File: src/bir_pkg.sv
package bir_pkg;

  // ----------------------------------------------------------------
  // sizes and interrupt numbers
  // ----------------------------------------------------------------
  localparam int NUM_LINES = 8;
  localparam int NUM_LEGACY = 16;
  localparam int NUM_ADV = 24;
  localparam int NUM_DYN = 3;
  localparam int ADV_LINE_BASE = 16;
  localparam logic [3:0] IRQ_TIMER = 4'h0;
  localparam logic [3:0] IRQ_KBD = 4'h1;
  localparam logic [3:0] IRQ_CASCADE = 4'h2;
  localparam logic [3:0] IRQ_FLOPPY = 4'h6;
  localparam logic [3:0] IRQ_RTC = 4'h8;
  localparam logic [3:0] IRQ_MOUSE = 4'hc;
  localparam logic [3:0] IRQ_FPU = 4'hd;
  localparam logic [3:0] IRQ_DISK_PRI = 4'he;
  localparam logic [3:0] IRQ_DISK_SEC = 4'hf;
  localparam int LINE_B = 1;
  localparam int LINE_E = 4;

  // ----------------------------------------------------------------
  // reset values and the set of steerable legacy interrupts
  // ----------------------------------------------------------------
  localparam logic [3:0] RST_SERIAL_IRQ = 4'h4;
  localparam logic [3:0] RST_PARALLEL_IRQ = 4'h7;
  localparam logic [3:0] RST_LINE_STEER = 4'h0;
  localparam logic [2:0] RST_DYN_LINE = 3'h0;
  localparam logic [15:0] STEER_ALLOWED = 16'hdef8;

  // ----------------------------------------------------------------
  // carriers
  // ----------------------------------------------------------------
  typedef struct packed {
    logic advMode;
    logic [3:0] slot1Int_n;
    logic [3:0] slot2Int_n;
    logic lanIntA_n;
    logic [NUM_DYN-1:0] dynInt_n;
    logic timer;
    logic kbd;
    logic floppy;
    logic rtc;
    logic fpu;
    logic serial;
    logic parallel;
    logic mouse;
    logic mousePresent;
    logic diskPri;
    logic diskPriPresent;
    logic diskSec;
    logic diskSecPresent;
  } bir_pins_t;

  typedef struct packed {
    logic [NUM_LINES-1:0][3:0] lineSteer;
    logic [3:0] serialIrq;
    logic [3:0] parallelIrq;
    logic [NUM_DYN-1:0][2:0] dynLine;
  } bir_cfg_t;

endpackage : bir_pkg

File: src/bir_router.sv
`timescale 1ns/10ps
module bir_router (
  input wire logic core_clk, // 250 MHz core clock
  input wire logic sys_rst, // asynchronous reset, active high
  input wire logic clkEn, // freezes all state while low
  input wire bir_pkg::bir_pins_t pins, // board pins, asynchronous to core_clk
  input wire logic cfgWr, // one-cycle strobe loading cfgIn
  input wire bir_pkg::bir_cfg_t cfgIn, // new steering configuration
  output bir_pkg::bir_cfg_t cfg, // steering configuration in force
  output logic [15:0] legacyIrq, // legacy controller inputs, active high
  output logic [23:0] advIrq, // advanced controller inputs, active high
  output logic [7:0] lineActive // shared line levels seen, active high
);
  import bir_pkg::*;

  // ----------------------------------------------------------------
  // pin synchroniser
  // ----------------------------------------------------------------
  bir_pins_t syncA;
  bir_pins_t syncP;

  always_ff @(posedge core_clk or posedge sys_rst) begin
    if (sys_rst) begin
      syncA <= '1;
      syncP <= '1;
    end else if (clkEn) begin
      syncA <= pins;
      syncP <= syncA;
    end
  end

  // ----------------------------------------------------------------
  // steering configuration
  // ----------------------------------------------------------------
  // values outside the steerable set are stored but route nowhere,
  // so in legacy mode software can park a line by writing an unsteerable number; advanced mode still routes it to its fixed input
  always_ff @(posedge core_clk or posedge sys_rst) begin
    if (sys_rst) begin
      for (int i = 0; i < NUM_LINES; i++) begin
        cfg.lineSteer[i] <= RST_LINE_STEER;
      end
      cfg.serialIrq <= RST_SERIAL_IRQ;
      cfg.parallelIrq <= RST_PARALLEL_IRQ;
      for (int d = 0; d < NUM_DYN; d++) begin
        cfg.dynLine[d] <= RST_DYN_LINE;
      end
    end else if (clkEn && cfgWr) begin
      cfg <= cfgIn;
    end
  end

  // ----------------------------------------------------------------
  // shared request lines
  // ----------------------------------------------------------------
  logic [NUM_LINES-1:0] lineAct;

  // wired-or of active-low levels; each source holds until serviced
  always_comb begin
    lineAct = '0;
    lineAct[LINE_B] = !syncP.lanIntA_n;
    for (int k = 0; k < 4; k++) begin
      lineAct[LINE_E + k] = !syncP.slot2Int_n[k];
    end
    lineAct[LINE_E] = lineAct[LINE_E] | !syncP.slot1Int_n[3];
    for (int k = 0; k < 3; k++) begin
      lineAct[LINE_E + 1 + k] = lineAct[LINE_E + 1 + k] | !syncP.slot1Int_n[k];
    end
    for (int d = 0; d < NUM_DYN; d++) begin
      if (!syncP.dynInt_n[d]) begin
        lineAct[cfg.dynLine[d]] = 1'b1;
      end
    end
  end

  // ----------------------------------------------------------------
  // legacy and advanced mapping
  // ----------------------------------------------------------------
  logic [15:0] fixedIrq;
  logic [15:0] blocked;
  logic [15:0] next_legacyIrq;
  logic [23:0] next_advIrq;

  always_comb begin
    fixedIrq = '0;
    fixedIrq[IRQ_TIMER] = syncP.timer;
    fixedIrq[IRQ_KBD] = syncP.kbd;
    fixedIrq[IRQ_FLOPPY] = syncP.floppy;
    fixedIrq[IRQ_RTC] = syncP.rtc;
    fixedIrq[IRQ_FPU] = syncP.fpu;
    fixedIrq[IRQ_MOUSE] = syncP.mousePresent & syncP.mouse;
    fixedIrq[IRQ_DISK_PRI] = syncP.diskPriPresent & syncP.diskPri;
    fixedIrq[IRQ_DISK_SEC] = syncP.diskSecPresent & syncP.diskSec;
    if (STEER_ALLOWED[cfg.serialIrq]) begin
      fixedIrq[cfg.serialIrq] = fixedIrq[cfg.serialIrq] | syncP.serial;
    end
    if (STEER_ALLOWED[cfg.parallelIrq]) begin
      fixedIrq[cfg.parallelIrq] = fixedIrq[cfg.parallelIrq] | syncP.parallel;
    end
  end

  // a present mouse or disk channel keeps shared lines off its interrupt; serial and parallel can still be steered onto it
  always_comb begin
    blocked = '0;
    blocked[IRQ_MOUSE] = syncP.mousePresent;
    blocked[IRQ_DISK_PRI] = syncP.diskPriPresent;
    blocked[IRQ_DISK_SEC] = syncP.diskSecPresent;
  end

  always_comb begin
    next_legacyIrq = '0;
    next_advIrq = '0;
    if (syncP.advMode) begin
      next_advIrq[15:0] = fixedIrq;
      next_advIrq[23:16] = lineAct;
    end else begin
      next_legacyIrq = fixedIrq;
      for (int i = 0; i < NUM_LINES; i++) begin
        if (lineAct[i] && STEER_ALLOWED[cfg.lineSteer[i]] && !blocked[cfg.lineSteer[i]]) begin
          next_legacyIrq[cfg.lineSteer[i]] = 1'b1;
        end
      end
      next_legacyIrq[IRQ_CASCADE] = |next_legacyIrq[15:8];
    end
  end

  always_ff @(posedge core_clk or posedge sys_rst) begin
    if (sys_rst) begin
      legacyIrq <= '0;
      advIrq <= '0;
      lineActive <= '0;
    end else if (clkEn) begin
      legacyIrq <= next_legacyIrq;
      advIrq <= next_advIrq;
      lineActive <= lineAct;
    end
  end

  for (genvar g = 0; g < NUM_LINES; g++) begin : g_steer

  end
endmodule : bir_router

File: config.mk
export PLATFORM = sky130hd
export DESIGN_NAME = bir_router
export DESIGN_NICKNAME = d
export VERILOG_FILES = /design/src/bir_pkg.sv /design/src/bir_router.sv
export SDC_FILE = /design/constraint.sdc
export NUM_CORES = 1
export LEC_CHECK = 0
export ABC_AREA = 1
export BUFFER_PORTS_ARGS = -buffer_cell sky130_fd_sc_hd__buf_2
export CORE_MARGIN = 1.5
export CORE_UTILIZATION = 50
export CTS_BUF_LIST = sky130_fd_sc_hd__clkbuf_16
export DETAILED_ROUTE_END_ITERATION = 10
export GPL_TIMING_DRIVEN = 0
export HOLD_SLACK_MARGIN = 0.08
export PLACE_DENSITY = 0.72
export SYNTH_ARGS = -nofsm -noshare
export SYNTH_HDL_FRONTEND = slang
export SYNTH_SLANG_ARGS = --single-unit
File: constraint.sdc
create_clock -name core_clk -period 8.3 [get_ports core_clk]
set_clock_uncertainty 0.2 [all_clocks]
set_input_delay 0 -clock core_clk [delete_from_list [all_inputs] [get_ports core_clk]]
set_output_delay 0 -clock core_clk [all_outputs]
set_load 0.03 [all_outputs]
# ---- Yosys cells after proc, flatten, opt, wreduce, memory -nomap -nowiden
# Memory sizes are Yosys's and may differ from the RTL's.
# Cells that the tools add are included.
dict set report classes {
  bitwise 20
  magnitude_cmp 26
  reduce_logical 48
  n_mux 81
}
# op count
set op_table {}
lappend op_table {{16-bit two-way mux} 19}
lappend op_table {{16-bit OR} 8}
lappend op_table {{4-bit by 5-bit less-than comparator with 1-bit output, second input constant} 10}
lappend op_table {{1-bit binary-select mux with 4-bit select} 10}
lappend op_table {{1-bit demux with 4-bit select} 10}
lappend op_table {{4-bit by 1-bit greater-or-equal comparator with 1-bit output, second input constant} 10}
lappend op_table {{1-bit two-way mux} 33}
lappend op_table {{16-bit bitwise mux} 2}
lappend op_table {{1-bit logical AND} 30}
lappend op_table {{24-bit two-way mux} 1}
lappend op_table {{8-bit two-way mux} 3}
lappend op_table {{8-bit OR} 3}
lappend op_table {{1-bit zero test} 17}
lappend op_table {{3-bit by 4-bit less-than comparator with 1-bit output, second input constant} 3}
lappend op_table {{1-bit demux with 3-bit select} 3}
lappend op_table {{3-bit by 1-bit greater-or-equal comparator with 1-bit output, second input constant} 3}
lappend op_table {{8-bit OR reduction} 1}
lappend op_table {{1-bit OR} 6}
lappend op_table {{1-bit AND} 3}
dict set report word_totals {
  output_inout_bits 97
  word_cells 237
  regBits 149
  n_memories 10
  mem_bits_ro 160
  in_bits 79
}
# memory words word_bits rd rd_ports_with_merged_regs wr line_no
set memory_table {}
lappend memory_table {{(name not given)} 16 1 1 0 0 bir_router.sv:118} ;# if (lineAct[i] && STEER_ALLOWED[cfg.lineSteer[i]] && !blocked[cfg.lineSteer[i]]) begin
lappend memory_table {{(name not given)} 16 1 1 0 0 bir_router.sv:118}
lappend memory_table {{(name not given)} 16 1 1 0 0 bir_router.sv:118}
lappend memory_table {{(name not given)} 16 1 1 0 0 bir_router.sv:118}
lappend memory_table {{(name not given)} 16 1 1 0 0 bir_router.sv:118}
lappend memory_table {{(name not given)} 16 1 1 0 0 bir_router.sv:118}
lappend memory_table {{4 more memories} - - - - - -}

# ---- Depth between registers and ports, before layout
# Gate-level depths: netlist (run 1).
dict set report logic_depth {
  depth_word 37
  mapped_depth 20
  mapped_depth_nobuf 19
}

# ---- Worst setup path before layout (run 1)
# Ideal clock, no wire load.
dict set report synth_path {
  path_type {flip-flop to flip-flop}
  startpoint {register cfg[13] in the netlist's numbering}
  endpoint {register legacyIrq[2]}
  stages_incl_launch_ff 21
  synth_period_minus_slack_ps 2529
  path_buffers 1
  arrival_time_ps 2213
  setup_slack_ps 5771
  t_required_ps 7983
  setup_time_ps 117
  path_cell_list {dfrtp_1 > inv_2 > nand2_4 > nor2_2 > nand2_2 > nand2_2 > nor2_4 > nand2_2 > buf_6 > nand2_2 > nor2_2 > nor2_2 > nand3_2 > nor2_4 > nand3_1 > a21oi_2 > nand2_1 > nor2_1 > nand2_1 > nand2_1 > nand2_1}
}
dict set report synth_via {
  elab_chain_len 37
  elab_cells_between_ends 43
  cone_classes {order compare: 2; mux: 28; bitwise: 10; reduce/logical: 2; memory: 1}
}
# element line_no
set synth_rtl {}
lappend synth_rtl {{start, declared} bir_router.sv:9} ;# output bir_pkg::bir_cfg_t cfg,
lappend synth_rtl {{start signal, assigned} bir_router.sv:48} ;# cfg <= cfgIn;
lappend synth_rtl {{4-bit by 5-bit less-than comparator with 1-bit output (implied by the code) / 4-bit by 1-bit greater-or-equal comparator with 1-bit output (equally long branches)} bir_router.sv:94} ;# fixedIrq[cfg.serialIrq] = fixedIrq[cfg.serialIrq] | syncP.serial;
lappend synth_rtl {{1-bit logical AND (implied by the code)} bir_router.sv:94}
lappend synth_rtl {{1-bit two-way mux (implied by the code)} bir_router.sv:94}
lappend synth_rtl {{1-bit demux with 4-bit select} bir_router.sv:94}
lappend synth_rtl {{16-bit bitwise mux} bir_router.sv:94}
lappend synth_rtl {{16-bit two-way mux *} bir_router.sv:93} ;# if (STEER_ALLOWED[cfg.serialIrq]) begin
lappend synth_rtl {{1-bit binary-select mux with 4-bit select} bir_router.sv:97} ;# fixedIrq[cfg.parallelIrq] = fixedIrq[cfg.parallelIrq] | syncP.parallel;
lappend synth_rtl {{1-bit two-way mux (implied by the code)} bir_router.sv:97}
lappend synth_rtl {{(+21 left out)} -}
lappend synth_rtl {{16-bit OR (no line)} -}
lappend synth_rtl {{16-bit two-way mux *} bir_router.sv:118}
lappend synth_rtl {{16-bit two-way mux *} bir_router.sv:112} ;# if (syncP.advMode) begin
lappend synth_rtl {{16-bit OR (no line)} -}
lappend synth_rtl {{16-bit two-way mux *} bir_router.sv:118}
lappend synth_rtl {{16-bit two-way mux *} bir_router.sv:112}
lappend synth_rtl {{8-bit OR reduction *} bir_router.sv:122} ;# next_legacyIrq[IRQ_CASCADE] = |next_legacyIrq[15:8];
lappend synth_rtl {{16-bit two-way mux *} bir_router.sv:112}
lappend synth_rtl {{end signal, assigned} bir_router.sv:132} ;# legacyIrq <= next_legacyIrq;
lappend synth_rtl {{end, declared} bir_router.sv:10} ;# output logic [15:0] legacyIrq,
# Every way passes the cells marked *; elsewhere a longest branch is shown, timed or not. The select of a mux whose other input is x is not followed.
# A chain may end at the register's enable or synchronous reset.

# ---- Final worst setup path (run 1)
dict set report layout_path {
  startpoint {register syncP[15] in the netlist's numbering}
  endpoint {register legacyIrq[2]}
}
dict set report layout_via {
  elab_chain_len 28
  elab_cells_between_ends 42
  cone_classes {mux: 18; bitwise: 7; reduce/logical: 17}
}
# element line_no
set layout_rtl {}
lappend layout_rtl {{start, declared} bir_router.sv:20} ;# bir_pins_t syncP;
lappend layout_rtl {{start signal, assigned} bir_router.sv:28} ;# syncP <= syncA;
lappend layout_rtl {{8-bit two-way mux *} bir_router.sv:69} ;# if (!syncP.dynInt_n[d]) begin
lappend layout_rtl {{1-bit logical AND (2 in series)} bir_router.sv:118}
lappend layout_rtl {{16-bit two-way mux} bir_router.sv:118}
lappend layout_rtl {{16-bit two-way mux} bir_router.sv:112}
lappend layout_rtl {{16-bit OR (no line)} -}
lappend layout_rtl {{16-bit two-way mux} bir_router.sv:118}
lappend layout_rtl {{16-bit two-way mux} bir_router.sv:112}
lappend layout_rtl {{16-bit OR (no line)} -}
lappend layout_rtl {{(+11 left out)} -}
lappend layout_rtl {{16-bit OR (no line)} -}
lappend layout_rtl {{16-bit two-way mux} bir_router.sv:118}
lappend layout_rtl {{16-bit two-way mux} bir_router.sv:112}
lappend layout_rtl {{16-bit OR (no line)} -}
lappend layout_rtl {{16-bit two-way mux *} bir_router.sv:118}
lappend layout_rtl {{16-bit two-way mux *} bir_router.sv:112}
lappend layout_rtl {{8-bit OR reduction *} bir_router.sv:122}
lappend layout_rtl {{16-bit two-way mux *} bir_router.sv:112}
# Marked as above.

==> metrics, run 1 <==
hold crit path type=input pin to register; DRT antenna net count=0; die height=129 um; hold slack=0.124 ns; Max stage delay on crit path=0.71 ns; Post-Synthesis Cell Area=roughly 7900 sq um; Starting Density=51.7%; WS Path Type=register to register; max cap viols=0; post-synth top area share=~29%; Fin Setup TNS=0 ns; CP max FO=6; Setup Fix Bufs, Post-CTS=0; Crit. End Element=register; Core ar.=15300 sq um; Routed WL per cell=18.3 um; gr ovfl total=0; cell taking the most area after synthesis=dfrtp_1; combinational power share=28.4%; slowest CP cell=nor3_1; number of synthesized flops with an enable pin=0; WL met1=12.5 mm; status=finished clean; CP arrival=3.36 ns; Reg clk slew, reported paths=0.06 ns; Cells after Synth=about 1100; Tot Pwr=2.37 mW; Die Wd=129 um; Cell Rows=45; largest net degree at the start of global routing=between 80 and 90; Remaining DRCs=0; CP Cell Sequence=inv_1 -> nand3_1 -> nor2_1 -> nor3_1 -> nor2_1 -> nand4_1 -> o22ai_1 -> nor3_1 -> nand3_1 -> nor2_2 -> nand2_1 -> nand2_1 -> nand2_1; P&R area growth vs syn=33.2%; Max Clk Rate=309 MHz; pre-CTS setup slack=5.14 ns; layout cell share with drive strength beyond 1=20.9%; H-tree lvl count=4; GPL Wtd Cong=a little under 1; slew margin rel.=40.5%; cell area after layout=approximately 11000 sq um; most common cell in the synthesized netlist=nand2_1; Seq/Total Area, Yosys=between 40% and 50%; syn nets=approximately 1200; CTS Sinks=149; antenna violations before repair=0; DP HPWL=20.5 mm; CTS Buf Count=17; Nets=1444; Seq pwr share=between 30% and 40%; number of I/O port buffers=175; Least-Margin Pin Slew=0.892 ns; Tot GR Track Use=35.7%; synth top area cells=dfrtp_1 (29%), dfstp_2 (19%), nand2_1 (14%), nor2_1 (6.7%), o21ai_0 (6.4%); met3 wire len=about 1.9 mm; Leakage Power=5.33 nW; Internal=~1.5 mW; die area=16600 sq um; vias in the first global route=8128; Most used DFF post-synth=dfrtp_1; Synth Register Bits=around 150; Via-to-Cell Ratio=5.41; Req. time, crit path=8.42 ns; Switching Share=37.0%; vias=8594; Switch Pwr=roughly 0.88 mW; top sig layer=met4; RSZ-0062 raised after global routing=no; CTS root buf=clkbuf_16; synth cell count leaders=nand2_1 (299), nor2_1 (142), inv_1 (125); TritonCTS clock tree=yes; global-route wire length before repair=44.2 mm; DRT iter0 DRCs=about 670; max-slew violation count=0; pwr/cell area=225 nW/um^2; most frequent CP cell=nand2_1; Worst-Skew Late Latency=0.43 ns; placed inst area=9090 sq um; DR pass1 iterations=5; diode count=0; final worst-path cycle share=39.1%; final hold vios=0; Async SR Flop Fraction=between 90% and 100%; Startpoint Class=register; Clk network pwr share=around a third; VDD IR max=0.000152 V; DRT Wirelength=29.0 mm; Mapped Avg Cell Area=7.31 sq um; fin worst setup slack=5.06 ns; I/O Pins=176; clk buf depth=2; Yosys warnings=0; met2 WL post-DR=13.5 mm; post-layout minimum cycle time=around 3.2 ns; Distinct cells, synth=39; Final Setup Violations=0
## cells by family (layout without fill, tap and decap cells)
logic type	after synthesis	count (layout)	share of synthesized area, %
compound gates	193	193	13.4
buf+inv	159	454	7.63
flops	149	149	48.0
mux	2	2	0.284
simple gates	580	580	30.7
## metrics by stage
step                cells  util, %
finish               1589     68.9
global route         1589     68.9
CTS                  1589     68.9
detailed placement   1470     59.4
global placement     1469     59.2
floorplan            1083        -
## layout by cell type (no fill, tap or decap), types with 22 or more instances in the layout
cell type	count
nand2_1	299
nand3_1	75
dlygate4sd3_1	87
o21ai_0	101
nor3_1	22
dfstp_2	56
dfrtp_1	93
inv_1	129
nor2_1	142
a21oi_1	60
clkbuf_1	31
buf_2	175
## sequential cells by signal, summed over array words and instances, names as in the netlist
| signal | count |
|---|---|
| syncP | 23 |
| syncA | 26 |
| advIrq | 24 |
| cfg | 49 |
| legacyIrq | 16 |
| lineActive | 8 |
| blocked | 3 |
## power groups by stage
stage | clock, mW | combinational [mW] | sequential (mW)
final | 0.776 | 0.675 | 0.923
after global routing | 0.815 | 0.736 | 0.932
after CTS | 0.781 | 0.663 | 0.919
after detailed placement | 0 | 0.627 | 0.931
after global placement | 0 | 0.622 | 0.929
after floorplan | 0 | 0.302 | 1.03
## path summary, 6_finish.rpt
check                      cells after the start  slack, ns       from      endpoint
max reg2reg                                   13       5.06  syncP[15]  legacyIrq[2]
max in group asynchronous                      5       6.41    sys_rst       cfg[11]
min reg2reg                                    2       0.26   syncA[2]      syncA[2]
max                                           13       5.06  syncP[15]  legacyIrq[2]
min                                            4       0.12   pins[10]     syncA[10]
min in group asynchronous                      4       0.65    sys_rst        cfg[4]
## worst max-delay path, delay by kind of cell, from the launching register on
family	cells	cell delay [ns]
DFF	1	0.54
and+or+nand+nor	11	2.17
AOI/OAI and AO/OA	1	0.09
buffers and inverters	1	0.12
## final cells by class
type	count	area, sq um
sequential	149	3800
fill	1327	4770
clock inverter	14	134
clock buffer	18	450
buffer	32	128
multi-input combinational	775	3520
timing repair buffer	263	1770
inverter	127	482
tap	211	264
## timing repair
item	CTS	global route
hold buffers	87	0
setup endpoints to repair	0	0
hold endpoints to repair	212	0
resized for setup	0	0
## layer usage
metal,up-vias,track usage (%)
met5,-,0
met4,0,17.5
met3,79,6.74
met2,357,56.7
met1,4085,47.1
li1,4073,-
(Power assumes the default switching activity.)
==> run 2: changes to the inputs <==
- PLACE_DENSITY: 0.72 -> 0.74
- clock period: 8.3 -> 2.77 ns (I/O delays scaled with it)
==> run 2 against run 1 <==
Fmax increased by 20%. Critical path type unchanged. Highest routed layer unchanged. Hold slack worse by 0.052 ns. Critical path depth rose by 3. Non-clock buffer count increased by 19. Sequential share of layout area decreased by 1.1 points. Power grew to 3.0 times the previous value. Largest cell class unchanged.
==> metrics, run 2 (same netlist as run 1, synthesis figures left out) <==
Final Setup Violations=0 (unchanged); Least-Margin Pin Slew=0.982 ns (+0.0896 ns); largest register by flop count=cfg; Tot Pwr=7.21 mW (+200%); P&R area growth vs syn=37.3%; Internal=4.52 mW (+200%); number of I/O port buffers=175 (unchanged); max-slew violation count=0 (unchanged); CTS Buf Count=17 (unchanged); WS Path Type=register to register; Die Wd=129 um (unchanged); die area=16600 sq um (unchanged); DP HPWL=20.0 mm (-2.6%); max reg flops=49 (unchanged); H-tree lvl count=4 (unchanged); gr ovfl total=0 (unchanged); worst reg-to-reg setup slack=0.06 ns (-5.00 ns); I/O Pins=176 (unchanged); Crit. End Element=register; RSZ-0062 raised after global routing=yes; diode count=0 (unchanged); CP delay by family, top=simple AND/OR/NAND/NOR gates; Max Clk Rate=369 MHz (+20%); hold crit path type=input pin to asynchronous set/reset pin; slew margin rel.=34.5% (-6.0 points); reg2reg path depth=16 (+3); largest net degree at the start of global routing=41 (-49%); CP max FO=6 (unchanged); Cell Rows=45 (unchanged); global-route wire length before repair=43.6 mm (-1.5%); VDD IR max=0.000482 V (+220%); worst reg2reg path endpoint=legacyIrq[2]; clk buf depth=2 (unchanged); pwr/cell area=663 nW/um^2 (+190%); DRT iter0 DRCs=877 (+31%); Via-to-Cell Ratio=5.43 (+0.37%); most frequent cells in the layout=nand2_1 (296), buf_2 (176), nor2_1 (132); Worst-Skew Late Latency=0.44 ns (about the same); pre-CTS setup slack=-0.383 ns (-5.52 ns); Nets=1463 (+1.3%); Switch Pwr=2.69 mW (+210%); antenna violations before repair=0 (unchanged); Leakage Power=5.44 nW (+1.9%); max cap viols=0 (unchanged); post-placement cell count=1472 (+0.14%); Core ar.=15300 sq um (unchanged); Finished Layout Cells=1608 (+1.2%); vias=8729 (+1.6%); Startpoint Class=register; placed inst area=9130 sq um (+0.34%); slowest CP cell=dfstp_2; Starting Density=51.7% (unchanged); layout cell share with drive strength beyond 1=24.8% (+3.9 points); CP arrival=2.84 ns (-0.52 ns); final hold vios=0 (unchanged); Switching Share=37.3% (+0.33 points); cell area after layout=10900 sq um (+3.1%); Tot GR Track Use=35.0% (-0.70 points); die height=129 um (unchanged); final worst-path cycle share=97.8% (+59 points); DR pass1 iterations=5 (unchanged); CP Cell Sequence=inv_1 -> nand3_1 -> nor2_1 -> nor2_2 -> nor3_1 -> nand2_1 -> inv_1 -> nand3_1 -> nand4_1 -> or2_2 -> a21oi_2 -> nand2_1 -> nor2_2 -> nand2_1 -> nand2_1 -> nand2_1; largest registers=cfg (49), syncA (26), advIrq (24); status=finished clean; GPL Wtd Cong=0.958 (-0.99%); Critical path buffers and inverters=2 (+1); vias in the first global route=8178 (+0.62%); TritonCTS clock tree=yes; Clk network pwr share=32.0% (-0.7 points); Remaining DRCs=0 (unchanged); most frequent CP cell=nand2_1; post-layout minimum cycle time=2.71 ns (-0.533 ns); Req. time, crit path=2.90 ns (-5.52 ns); r2r startpoint=syncP[15]; fin worst setup slack=0.0619 ns (-5.00 ns); Max stage delay on crit path=0.55 ns (-0.16 ns); DRT antenna net count=0 (unchanged); combinational power share=29.6% (+1.2 points); most common cell after layout, fill and taps aside=nand2_1; Layout Utilization=71.0% (+2.2 points); CTS Sinks=149 (unchanged); CTS root buf=clkbuf_16; Reg clk slew, reported paths=0.07 ns (about the same); Routed WL per cell=17.7 um (-3.0%); DRT Wirelength=28.5 mm (-1.9%); Seq pwr share=38.4% (-0.5 points)
-- run 2: repair_timing --
item / in CTS / in global routing
buffers inserted: 0 / 19
hold endpoints to repair: 142 / 0
setup endpoints to repair: 11 / 17
pin swaps: 1 / 14
cloned: 0 / 1
gates resized for setup: 9 / 43
hold buffers: 86 / 0
-- run 2: layer usage --
metal  global-route usage [%]  wire, um  vias to the layer above
met1                     47.1     12100                     4116
met5                        0         0                        -
met3                     5.70      2020                       72
li1                         -         -                     4109
met4                     15.0      1060                        0
met2                     56.3     13300                      432
-- run 2: how the worst max path moves through the flow --
stage,cells after the start,startpoint,end
after detailed placement,13,syncP[15],legacyIrq[2]
after global routing,20,cfg[13],legacyIrq[2]
after floorplan,20,cfg[13],legacyIrq[2]
after global placement,13,syncP[15],legacyIrq[2]
after CTS,18,cfg[15],legacyIrq[2]
final,16,syncP[15],legacyIrq[2]
-- run 2: layout make-up --
type / instances / area, sq um
plain buffers: 30 / 120
clock buffers: 17 / 425
clock inverters: 15 / 155
fillers: 1296 / 4440
inverters: 127 / 490
multi-input cells: 775 / 3660
flip-flops and latches: 149 / 3800
well taps: 211 / 264
repair buffers: 284 / 1960
-- run 2: worst reg2reg max path: stages (launching register included) --
cell and delay, ns:
dfstp_2 0.55, inv_1 0.11, nand3_1 0.11, nor2_1 0.05
nor2_2 0.30, nor3_1 0.10, nand2_1 0.11, inv_1 0.08
nand3_1 0.08, nand4_1 0.10, or2_2 0.33, a21oi_2 0.15
nand2_1 0.08, nor2_2 0.07, nand2_1 0.05, nand2_1 0.06
nand2_1 0.05
-- run 2: power groups by stage --
stage | Clock (mW) | Combinational, mW | Sequential, mW
floorplan | 0 | 0.905 | 3.09
global placement | 0 | 1.85 | 2.78
detailed placement | 0 | 1.87 | 2.79
CTS | 2.32 | 1.98 | 2.76
global route | 2.42 | 2.32 | 2.80
finish | 2.30 | 2.13 | 2.77
-- run 2: stage by stage --
stage,setup TNS (ns),hold WS (ns)
2_1_floorplan,0,-0.104
3_3_place_gp,-17.40,0.000232
3_5_place_dp,-1.58,-0.000915
4_1_cts,-0.0219,0.0904
5_1_grt,-0.304,0.119
6_report,0,0.0718
